File: src/ast_pkg.sv
package ast_pkg;
   // register indices (no offsets printed; byte address = index * 4)
   localparam logic [3:0] IDX_INTCTL  = 4'h0;  // interrupt_global_control
   localparam logic [3:0] IDX_PERIPHERAL_INTERRUPT_ENABLE_ONE    = 4'h1;  // peripheral_interrupt_enable_one
   localparam logic [3:0] IDX_PERIPHERAL_INTERRUPT_FLAGS_ONE    = 4'h2;  // peripheral_interrupt_flags_one
   localparam logic [3:0] IDX_RECEIVE_STATUS_CONTROL   = 4'h3;  // receive_status_control
   localparam logic [3:0] IDX_BAUD    = 4'h4;  // baud_divisor
   localparam logic [3:0] IDX_PORT_C_DIRECTION   = 4'h5;  // port_c_direction
   localparam logic [3:0] IDX_TXHOLD  = 4'h6;  // transmit_holding_data
   localparam logic [3:0] IDX_TRANSMIT_STATUS_CONTROL   = 4'h7;  // transmit_status_control
   // field positions
   localparam int GIE_BIT   = 7;
   localparam int PERIPHERAL_INTERRUPT_ENABLE_BIT  = 6;
   localparam int TRANSMIT_INTERRUPT_ENABLE_BIT  = 4;
   localparam int TRANSMIT_BUFFER_EMPTY_FLAG_BIT  = 4;
   localparam int SERIAL_PORT_ENABLE_BIT  = 7;
   localparam int CLOCK_SOURCE_SELECT_BIT  = 7;
   localparam int TX9_BIT   = 6;
   localparam int TRANSMIT_ENABLE_BIT_BIT  = 5;
   localparam int SYNC_BIT  = 4;
   localparam int HIGH_SPEED_BAUD_SELECT_BIT  = 2;
   localparam int SHIFT_REGISTER_EMPTY_STATUS_BIT  = 1;
   localparam int NINTH_TRANSMIT_DATA_BIT_BIT  = 0;
   localparam int TXPIN_BIT = 6;  // port c bit of transmit_clock_pin
   localparam int RXPIN_BIT = 7;  // port c bit of receive_data_pin
   // reset values
   localparam logic [7:0] RST_ZERO  = 8'h00;
   localparam logic [7:0] RST_PORT_C_DIRECTION = 8'hff;
   localparam logic [7:0] RST_TRANSMIT_STATUS_CONTROL = 8'h02;
   localparam logic [7:0] TRANSMIT_STATUS_CONTROL_WMASK = 8'hf5;  // writable control bits
   // baud: bit period = (divisor + 1) * prescale system clocks
   localparam logic [5:0] PRE_LOW   = 6'h3f;  // slow select: 64 clocks per step
   localparam logic [5:0] PRE_HIGH  = 6'h0f;  // fast select: 16 clocks per step
   localparam logic [3:0] BITS_8    = 4'h9;   // start + 8 data
   localparam logic [3:0] BITS_9    = 4'ha;   // start + 9 data
   // register bus request
   typedef struct packed {
      logic [3:0] addr;
      logic [7:0] wdata;
      logic       wr;
      logic       rd;
   } ast_bus_s;
   typedef enum logic [1:0] {ST_IDLE, ST_SHIFT, ST_STOP} ast_state_e;
endpackage

File: src/ast_transmitter.sv
// Overview of operation
// - idle mark, start space, data, stop mark
// - data sent least significant bit first
// - bit period from eight bit divider
// - no hardware parity, ninth bit carries it
// - active only enabled, asynchronous, port enabled
// - port enable makes transmit pin output
// - port enable forces receive pin input
// - empty flag sets when transmit enabled
// - holding write starts transmission, loads if idle
// - queued char loads within cycle after stop
// - start bit begins right after loading
// - empty flag clear only busy and queued; here also clear whenever transmitter not active (reset, disabled, sync)
// - empty flag valid second cycle after write
// - empty flag read only to software
// - empty flag ignores interrupt enable
// - shift empty status, no interrupt
// - nine bit mode, ninth bit is msb
// - interrupt raised when all enables set
//
// Chosen here: the register addresses and the address-and-strobe port.
`timescale 1ns/1ps
`default_nettype none
module ast_transmitter #(
   parameter int DIV_W = 8   // baud divider width
) (
   // clock and reset
   input  wire logic              mclk,
   input  wire logic              arst_n,
   // register port
   input  wire ast_pkg::ast_bus_s busReq,
   output var  logic [7:0]        rdData,
   // pins (port c bits 6 and 7)
   input  wire logic              txPinIn,
   output var  logic              txPinOut,
   output var  logic              txPinOe,
   input  wire logic              rxPinIn,
   output var  logic              rxPinOut,
   output var  logic              rxPinOe,
   // port logic latch for the two pins
   input  wire logic [1:0]        portLatch,
   // interrupt request to the core
   output var  logic              irqOut
);
   // ----------------------------------------------------------------
   // registers
   // ----------------------------------------------------------------
   logic [7:0]             intctl_reg;     // interrupt enables
   logic [7:0]             pie_reg;        // peripheral enables
   logic [7:0]             receive_status_control_reg;      // port enable lives here
   logic [DIV_W-1:0]       baud_reg;       // baud divisor value
   logic [7:0]             port_c_direction_reg;      // pin direction bits
   logic [7:0]             hold_reg;       // transmit holding register
   logic                   holdFull_reg;   // holding register occupied
   logic [7:0]             transmit_status_control_reg;      // control bits (status derived)
   logic [8:0]             shift_reg;      // transmit shift register
   logic [3:0]             bitCnt_reg;     // bits left in frame
   logic [5:0]             pre_reg;        // prescale counter
   logic [DIV_W-1:0]       div_reg;        // divisor counter
   logic                   line_reg;       // serial line level
   logic                   transmit_buffer_empty_flag_reg;       // buffer empty flag
   ast_pkg::ast_state_e    state_reg;      // shifter state
   logic                   txActive;       // transmitter enabled
   logic                   tick;           // one bit period elapsed
   logic                   wrHold;         // holding register write
   logic                   loadNow;        // move holding to shifter
   logic                   serial_port_enable;           // serial port enable
   logic [7:0]             rdNext;         // read mux

   assign serial_port_enable = receive_status_control_reg[ast_pkg::SERIAL_PORT_ENABLE_BIT];
   assign txActive = transmit_status_control_reg[ast_pkg::TRANSMIT_ENABLE_BIT_BIT] & ~transmit_status_control_reg[ast_pkg::SYNC_BIT]
                     & serial_port_enable;
   assign wrHold = busReq.wr && busReq.addr == ast_pkg::IDX_TXHOLD;
   // loads when shifter idle and a char is waiting
   assign loadNow = txActive && holdFull_reg && state_reg == ast_pkg::ST_IDLE;

   // ----------------------------------------------------------------
   // software registers
   // ----------------------------------------------------------------
   // plain control registers
   always_ff @(posedge mclk or negedge arst_n) begin
      if (!arst_n) begin
         intctl_reg <= ast_pkg::RST_ZERO;
         pie_reg    <= ast_pkg::RST_ZERO;
         receive_status_control_reg  <= ast_pkg::RST_ZERO;
         baud_reg   <= '0;
         port_c_direction_reg  <= ast_pkg::RST_PORT_C_DIRECTION;
         transmit_status_control_reg  <= ast_pkg::RST_TRANSMIT_STATUS_CONTROL;
      end else if (busReq.wr) begin
         case (busReq.addr)
            ast_pkg::IDX_INTCTL: intctl_reg <= busReq.wdata;
            ast_pkg::IDX_PERIPHERAL_INTERRUPT_ENABLE_ONE:   pie_reg    <= busReq.wdata;
            ast_pkg::IDX_RECEIVE_STATUS_CONTROL:  receive_status_control_reg  <= busReq.wdata;
            ast_pkg::IDX_BAUD:   baud_reg   <= busReq.wdata[DIV_W-1:0];
            ast_pkg::IDX_PORT_C_DIRECTION:  port_c_direction_reg  <= busReq.wdata;
            // status bit not writable
            ast_pkg::IDX_TRANSMIT_STATUS_CONTROL:  transmit_status_control_reg  <= busReq.wdata & ast_pkg::TRANSMIT_STATUS_CONTROL_WMASK;
            default: ;
         endcase
      end
   end

   // holding register; ninth bit copied at load time
   always_ff @(posedge mclk or negedge arst_n) begin
      if (!arst_n) begin
         hold_reg     <= ast_pkg::RST_ZERO;
         holdFull_reg <= 1'b0;
      end else begin
         if (wrHold) begin
            hold_reg     <= busReq.wdata;
            holdFull_reg <= 1'b1;
         end else if (loadNow || !txActive) begin
            holdFull_reg <= 1'b0;
         end
      end
   end

   // ----------------------------------------------------------------
   // baud generator
   // ----------------------------------------------------------------
   // prescale then divisor count; restarts at each load
   always_ff @(posedge mclk or negedge arst_n) begin
      if (!arst_n) begin
         pre_reg <= '0;
         div_reg <= '0;
      end else if (loadNow || state_reg == ast_pkg::ST_IDLE) begin
         pre_reg <= '0;
         div_reg <= '0;
      end else if (pre_reg == (transmit_status_control_reg[ast_pkg::HIGH_SPEED_BAUD_SELECT_BIT] ? ast_pkg::PRE_HIGH
                                                             : ast_pkg::PRE_LOW)) begin
         pre_reg <= '0;
         div_reg <= tick ? '0 : div_reg + 1'b1;
      end else begin
         pre_reg <= pre_reg + 1'b1;
      end
   end
   assign tick = (pre_reg == (transmit_status_control_reg[ast_pkg::HIGH_SPEED_BAUD_SELECT_BIT] ? ast_pkg::PRE_HIGH
                                                            : ast_pkg::PRE_LOW))
                 && div_reg == baud_reg;

   // ----------------------------------------------------------------
   // shifter
   // ----------------------------------------------------------------
   // frame: start, data lsb first, stop
   always_ff @(posedge mclk or negedge arst_n) begin
      if (!arst_n) begin
         state_reg  <= ast_pkg::ST_IDLE;
         shift_reg  <= '0;
         bitCnt_reg <= '0;
         line_reg   <= 1'b1;
      end else if (!txActive) begin
         state_reg <= ast_pkg::ST_IDLE;
         line_reg  <= 1'b1;
      end else begin
         case (state_reg)
            ast_pkg::ST_IDLE: begin
               line_reg <= 1'b1;  // idle mark
               if (loadNow) begin
                  // ninth bit as msb; parity only via software
                  shift_reg  <= {transmit_status_control_reg[ast_pkg::NINTH_TRANSMIT_DATA_BIT_BIT], hold_reg};
                  bitCnt_reg <= transmit_status_control_reg[ast_pkg::TX9_BIT] ? ast_pkg::BITS_9
                                                            : ast_pkg::BITS_8;
                  line_reg   <= 1'b0;  // start bit at once
                  state_reg  <= ast_pkg::ST_SHIFT;
               end
            end
            ast_pkg::ST_SHIFT: begin
               if (tick) begin
                  bitCnt_reg <= bitCnt_reg - 1'b1;
                  if (bitCnt_reg == 4'h1) begin
                     line_reg  <= 1'b1;  // stop mark
                     state_reg <= ast_pkg::ST_STOP;
                  end else begin
                     line_reg  <= shift_reg[0];
                     shift_reg <= {1'b0, shift_reg[8:1]};
                  end
               end
            end
            ast_pkg::ST_STOP: begin
               if (tick) begin
                  state_reg <= ast_pkg::ST_IDLE;  // next load next cycle
               end
            end
            default: state_reg <= ast_pkg::ST_IDLE;
         endcase
      end
   end

   // ----------------------------------------------------------------
   // flags, pins, read data
   // ----------------------------------------------------------------
   // empty flag registered: the write cycle still reads old value
   // a char written into an idle shifter moves on at once, so the flag
   // must stay set then; while active it drops only when a char waits behind a busy
   // shifter, otherwise software would see a false full buffer
   always_ff @(posedge mclk or negedge arst_n) begin
      if (!arst_n) begin
         transmit_buffer_empty_flag_reg <= 1'b0;
      end else begin
         transmit_buffer_empty_flag_reg <= txActive & ~(holdFull_reg & (state_reg != ast_pkg::ST_IDLE));
      end
   end

   // pin direction and drive
   always_ff @(posedge mclk or negedge arst_n) begin
      if (!arst_n) begin
         txPinOut <= 1'b0;
         txPinOe  <= 1'b0;
         rxPinOut <= 1'b0;
         rxPinOe  <= 1'b0;
         irqOut   <= 1'b0;
      end else begin
         txPinOut <= serial_port_enable ? (txActive ? line_reg : 1'b1) : portLatch[0];
         txPinOe  <= serial_port_enable | ~port_c_direction_reg[ast_pkg::TXPIN_BIT];
         rxPinOut <= portLatch[1];
         rxPinOe  <= ~serial_port_enable & ~port_c_direction_reg[ast_pkg::RXPIN_BIT];
         // shift empty status raises nothing gated by enables
         irqOut   <= transmit_buffer_empty_flag_reg & pie_reg[ast_pkg::TRANSMIT_INTERRUPT_ENABLE_BIT]
                     & intctl_reg[ast_pkg::GIE_BIT] & intctl_reg[ast_pkg::PERIPHERAL_INTERRUPT_ENABLE_BIT];
      end
   end

   // read mux; flag and shift status are read only
   always_comb begin
      rdNext = ast_pkg::RST_ZERO;
      case (busReq.addr)
         ast_pkg::IDX_INTCTL: rdNext = intctl_reg;
         ast_pkg::IDX_PERIPHERAL_INTERRUPT_ENABLE_ONE:   rdNext = pie_reg;
         ast_pkg::IDX_PERIPHERAL_INTERRUPT_FLAGS_ONE:   rdNext = {3'h0, transmit_buffer_empty_flag_reg, 4'h0};
         ast_pkg::IDX_RECEIVE_STATUS_CONTROL:  rdNext = receive_status_control_reg;
         ast_pkg::IDX_BAUD:   rdNext = 8'(baud_reg);
         ast_pkg::IDX_PORT_C_DIRECTION:  rdNext = port_c_direction_reg;
         ast_pkg::IDX_TRANSMIT_STATUS_CONTROL: begin
            rdNext = transmit_status_control_reg;
            rdNext[ast_pkg::SHIFT_REGISTER_EMPTY_STATUS_BIT] = state_reg == ast_pkg::ST_IDLE && !loadNow;
         end
         ast_pkg::IDX_TXHOLD: rdNext = ast_pkg::RST_ZERO;  // write only
         default:             rdNext = ast_pkg::RST_ZERO;
      endcase
   end

   // read data one cycle after strobe, port pins not readable
   always_ff @(posedge mclk or negedge arst_n) begin
      if (!arst_n) begin
         rdData <= ast_pkg::RST_ZERO;
      end else if (busReq.rd) begin
         rdData <= rdNext;
      end
   end

   // ----------------------------------------------------------------
   // assertions
   // ----------------------------------------------------------------
   idle_mark_a: assert property (@(posedge mclk) disable iff (!arst_n)
      (state_reg == ast_pkg::ST_IDLE && !$past(loadNow)) |-> line_reg)
      else $error("line not mark while idle");
   start_space_a: assert property (@(posedge mclk) disable iff (!arst_n)
      loadNow |=> !line_reg && state_reg == ast_pkg::ST_SHIFT)
      else $error("start bit not sent after load");
   stop_mark_a: assert property (@(posedge mclk) disable iff (!arst_n)
      state_reg == ast_pkg::ST_STOP |-> line_reg)
      else $error("stop bit not mark");
   enable_gate_a: assert property (@(posedge mclk) disable iff (!arst_n)
      !txActive |=> state_reg == ast_pkg::ST_IDLE)
      else $error("shifter runs while disabled");
   flag_lag_a: assert property (@(posedge mclk) disable iff (!arst_n)
      (wrHold && transmit_buffer_empty_flag_reg && txActive && state_reg == ast_pkg::ST_SHIFT)
      |=> transmit_buffer_empty_flag_reg ##1 !transmit_buffer_empty_flag_reg)
      else $error("empty flag timing wrong");
   flag_set_a: assert property (@(posedge mclk) disable iff (!arst_n)
      $rose(txActive) |=> ##1 transmit_buffer_empty_flag_reg || holdFull_reg)
      else $error("empty flag not set on enable");
   tx_pin_a: assert property (@(posedge mclk) disable iff (!arst_n)
      serial_port_enable |=> txPinOe)
      else $error("transmit pin not output");
   rx_pin_a: assert property (@(posedge mclk) disable iff (!arst_n)
      serial_port_enable |=> !rxPinOe)
      else $error("receive pin driven");
   queued_load_a: assert property (@(posedge mclk) disable iff (!arst_n)
      (state_reg == ast_pkg::ST_STOP && tick && holdFull_reg && txActive) |=> ##1
      state_reg == ast_pkg::ST_SHIFT)
      else $error("queued char not loaded");
   irq_gate_a: assert property (@(posedge mclk) disable iff (!arst_n)
      irqOut |-> $past(pie_reg[ast_pkg::TRANSMIT_INTERRUPT_ENABLE_BIT]) && $past(transmit_buffer_empty_flag_reg))
      else $error("interrupt without enable");

   // ----------------------------------------------------------------
   // assertions on flag, bit order, queue and interrupt
   // ----------------------------------------------------------------
   // while active, flag low only behind a busy shifter with a queued char
   flag_clear_a: assert property (@(posedge mclk) disable iff (!arst_n)
      (!transmit_buffer_empty_flag_reg && $past(txActive))
      |-> $past(holdFull_reg && state_reg != ast_pkg::ST_IDLE))
      else $error("empty flag clear without queued char");

   // each data tick puts the next low bit on the line
   lsb_first_a: assert property (@(posedge mclk) disable iff (!arst_n)
      (state_reg == ast_pkg::ST_SHIFT && tick && bitCnt_reg != 4'h1 && txActive)
      |=> line_reg == $past(shift_reg[0]))
      else $error("data bit out of order");

   // nine bit mode loads the longer frame count
   nine_len_a: assert property (@(posedge mclk) disable iff (!arst_n)
      (loadNow && transmit_status_control_reg[ast_pkg::TX9_BIT]) |=> bitCnt_reg == ast_pkg::BITS_9)
      else $error("nine bit frame length wrong");

   // all enables and a set flag raise the request next cycle
   irq_set_a: assert property (@(posedge mclk) disable iff (!arst_n)
      (transmit_buffer_empty_flag_reg && pie_reg[ast_pkg::TRANSMIT_INTERRUPT_ENABLE_BIT] && intctl_reg[ast_pkg::GIE_BIT]
       && intctl_reg[ast_pkg::PERIPHERAL_INTERRUPT_ENABLE_BIT]) |=> irqOut)
      else $error("interrupt not raised");

   // a queued char is kept while the shifter is still busy
   queue_keep_a: assert property (@(posedge mclk) disable iff (!arst_n)
      (holdFull_reg && state_reg != ast_pkg::ST_IDLE && txActive) |=> holdFull_reg)
      else $error("queued char lost");

   // port enabled but transmitter off: pin shows mark
   tx_idle_a: assert property (@(posedge mclk) disable iff (!arst_n)
      (serial_port_enable && !txActive) |=> txPinOut)
      else $error("idle pin not mark");

   frame_c: cover property (@(posedge mclk) disable iff (!arst_n)
      state_reg == ast_pkg::ST_STOP ##1 state_reg == ast_pkg::ST_IDLE);
   nine_c: cover property (@(posedge mclk) disable iff (!arst_n)
      loadNow && transmit_status_control_reg[ast_pkg::TX9_BIT]);
   b2b_c: cover property (@(posedge mclk) disable iff (!arst_n)
      state_reg == ast_pkg::ST_STOP && holdFull_reg);
   irq_c: cover property (@(posedge mclk) disable iff (!arst_n) $rose(irqOut));
   // frame cut by turning the transmitter off
   abort_c: cover property (@(posedge mclk) disable iff (!arst_n)
      $fell(txActive) && state_reg != ast_pkg::ST_IDLE);
endmodule
`default_nettype wire

File: config.mk
export PLATFORM = sky130hd
export DESIGN_NAME = ast_transmitter
export DESIGN_NICKNAME = d
export VERILOG_FILES = /design/src/ast_pkg.sv /design/src/ast_transmitter.sv
export SDC_FILE = /design/constraint.sdc
export NUM_CORES = 1
export LEC_CHECK = 0
export ABC_CLOCK_PERIOD_IN_PS = 1900
export BUFFER_PORTS_ARGS = -buffer_cell sky130_fd_sc_hd__buf_2
export CAP_MARGIN = 20
export CORE_ASPECT_RATIO = 1.5
export CORE_MARGIN = 2
export CORE_UTILIZATION = 54
export DETAILED_ROUTE_END_ITERATION = 8
export PLACE_DENSITY = 0.82
export SYNTH_ARGS = -nofsm -noshare
export SYNTH_HDL_FRONTEND = slang
export SYNTH_SLANG_ARGS = --single-unit
File: constraint.sdc
create_clock -name mclk -period 1.9 [get_ports mclk]
set_input_delay 0.19 -clock mclk [delete_from_list [all_inputs] [get_ports mclk]]
set_output_delay 0.19 -clock mclk [all_outputs]
set_load 0.05 [all_outputs]
==> flow_summary.ini <==
[status]
status = complete, but fails checks
violations = negative setup slack

[power_and_ir_drop]
p_leak_nw = 2.58
worst_ir_drop_vdd_mv = 0.756
finalPower_mw = 5.60
p_per_area_nw_per_um2 = 960

[placement]
hpwl_um = 8260
portBuffers = 30
dp_cells = 558
place_area_um2 = 5290
gp_congestion = 0.901

[layout]
fill_cells = 593
stdcell_area_um2 = 5830
num-nets-final = 500
largest_reg_flops = 9
stdcell_count = 588
diodes = 0
layout-drive-gt1-share_pct = 35.8
syn_to_final_growth_pct = 22.6

[timing]
hold_violations = 0
final_max_slew_viol_count = 0
setup_slack_ns = -0.0413
layout_min_cycle_time_ns = 1.94
slew-limit-headroom_pct = 64.3
timing.fmax_mhz = 515
rsz0062_at_grt = true
fin_skew_ns = 0.00441
tightest_slew_ns = 0.535
tns_ns = -0.133
period_share_pct = 102
setup_viol = 6

[synthesis]
syn-mean-instance-area_um2 = 11.9
ys_types = 60
syn_nets = 425
yosys_warnings = 0
synth_top_area_share_pct = 47.4
synth.most_common_cell = dfrtp_1
netlist_area_um2 = 4760
ys.flop_type = dfrtp_1
yosysSeqAreaShare_pct = 52.3
synth_seq_cells = 99
async_flop_share_pct = 100
synthTopCellsByCount = 90 x dfrtp_1, 35 x mux2_2, 20 x nor2_1, 20 x o22ai_1, 19 x mux2_1
synth-edff-count = 0
synth_area_leader_cell = dfrtp_1
synthCells = 401
synth_area_leaders = dfrtp_1 47%, mux2_2 8.3%, dfstp_2 5.0%

[cts]
cts.sinks = 99
htree_num_levels = 3
clk_latency_ns = 0.34
clkSlewWorstSetupHoldPaths_ns = 0.07
clockBufferDepth = 2
numCtsBuffers = 9
tritoncts = yes
root_buffer = clkbuf_16

[worst_setup_path]
cp.required_ns = 2.16
crit_path_end_kind = flip-flop
cp_max_fo = 5
r2r-end = bitCnt_reg[1]
reg2regPathDepth = 6
worstReg2RegStart = baud_reg[2]
startpoint_type = flip-flop
critPathKind = flip-flop to flip-flop
cp_data_arrival_time_ns = 2.20
rrSetupSlack_ns = -0.04

[routing]
vias = 3697
drt_iter0_drc = 321
wl_um = 12100
route.detailed.drc = 0
wl_per_cell_um = 20.6
viasPerCell = 6.29
final_antenna_net_count = 0
firstDrtPassIters = 4

[worst_hold_path]
hold_path_class = input port to flip-flop
holdPathEnd = txPinOut
hp-start = portLatch[0]
min_path_cells = 3

[floorplan]
core_area_um2 = 8460
die_y_um = 119
initial_utilization_pct = 56.2
fp-row-count = 41
die-area_um2 = 9590
fp.dieW_um = 80.6
ios = 33

[global_routing]
grt_max_degree = 42
first_global_vias = 3870
grtUsageTotal_pct = 26.4
globalRoute.totalOverflow = 0
antenna_found_initial = 0
grt_pass1_wl_um = 19300

[flow_run]
max-cap-violations = 0
[kinds of logic (layout without fill, tap and decap cells)]
family / after synthesis / in the layout / share of synthesized area, %
flip-flops: 99 / 99 / 52.3
adder cells (fa/ha/maj): 4 / 4 / 1.05
buffers and inverters: 34 / 113 / 2.74
AND/OR/NAND/NOR: 100 / 100 / 13.1
AO/OA/AOI/OAI: 89 / 90 / 13.9
multiplexers: 64 / 64 / 14.9
XOR/XNOR: 11 / 11 / 2.03
[routing by layer]
metal | vias to the layer above | wire, µm | global-route usage, %
met1 | 1880 | 4490 | 30.5
met5 | - | 0 | 0
met3 | 50 | 427 | 3.64
li1 | 1646 | - | -
met4 | 0 | 686 | 15.3
met2 | 121 | 6480 | 45.7
[final cells by class]
class / instances / area, µm² / share of cell area (%)
clock inverters: 5 / 62.6 / 1.07
repair buffers: 81 / 553 / 9.48
inverters: 16 / 60.1 / 1.03
multi-input cells: 269 / 2300 / 39.5
flip-flops and latches: 99 / 2490 / 42.7
clock buffers: 11 / 233 / 3.99
well taps: 107 / 134 / 2.30
[critical path, cell delays in order (launching register included)]
cell and delay, ns:
dfrtp_1 0.43, xor2_2 0.21, nor4_4 0.42, buf_4 0.20, nand3_4 0.08, o311a_1 0.37, a211oi_2 0.14
[layout by cell type, fill, tap and decap left out, drive strengths merged, types with 5 or more instances in the layout]
| cell | count |
|---|---|
| nor4 | 5 |
| nand3b | 8 |
| dfstp | 9 |
| a21oi | 13 |
| buf | 79 |
| a2bb2oi | 9 |
| o21ai | 11 |
| clkbuf | 11 |
| nor3b | 9 |
| dfrtp | 90 |
| nand3 | 16 |
| inv | 17 |
| nand2b | 6 |
| mux2 | 54 |
| nand2 | 11 |
| nor2 | 20 |
| xor2 | 9 |
| mux2i | 10 |
| o22ai | 20 |
[through the flow]
step / setup slack [ns] / utilization (%) / hold WS, ns
2_1_floorplan: -0.0158 / - / -0.106
3_3_place_gp: 0.0636 / 62.5 / 0.195
3_5_place_dp: -0.0354 / 62.5 / 0.206
4_1_cts: 0.00442 / 66.5 / 0.0945
5_1_grt: -0.0926 / 68.9 / 0.127
6_report: -0.0413 / 68.9 / 0.0994
[power breakdown]
| group | internal, mW | switching, mW | total, mW | leakage, nW |
|---|---|---|---|---|
| Combinational | 0.508 | 0.544 | 1.05 | 1.19 |
| Clock | 1.03 | 0.792 | 1.82 | 0.136 |
| Sequential | 2.47 | 0.257 | 2.72 | 1.26 |
[how the worst max path moves through the flow]
| stage | cells after the start | from | slack [ns] | to |
|---|---|---|---|---|
| after global placement | 5 | baud_reg[4] | 0.06 | div_reg[5] |
| after CTS | 5 | baud_reg[1] | 0.004 | div_reg[5] |
| after global routing | 7 | baud_reg[2] | -0.09 | shift_reg[1] |
| after detailed placement | 7 | bitCnt_reg[1] | -0.04 | shift_reg[4] |
| final | 6 | baud_reg[2] | -0.04 | bitCnt_reg[1] |
| after floorplan | 6 | bitCnt_reg[0] | -0.02 | shift_reg[0] |
[repair_timing]
action,4_1_cts,5_1_grt
hold endpoints to repair,35,0
gates resized for setup,0,23
pin swaps,1,11
cloned,1,0
setup endpoints to repair,8,20
buffers inserted,1,10
hold buffers,2,0
Note: power is estimated with default switching activity, not from simulation.
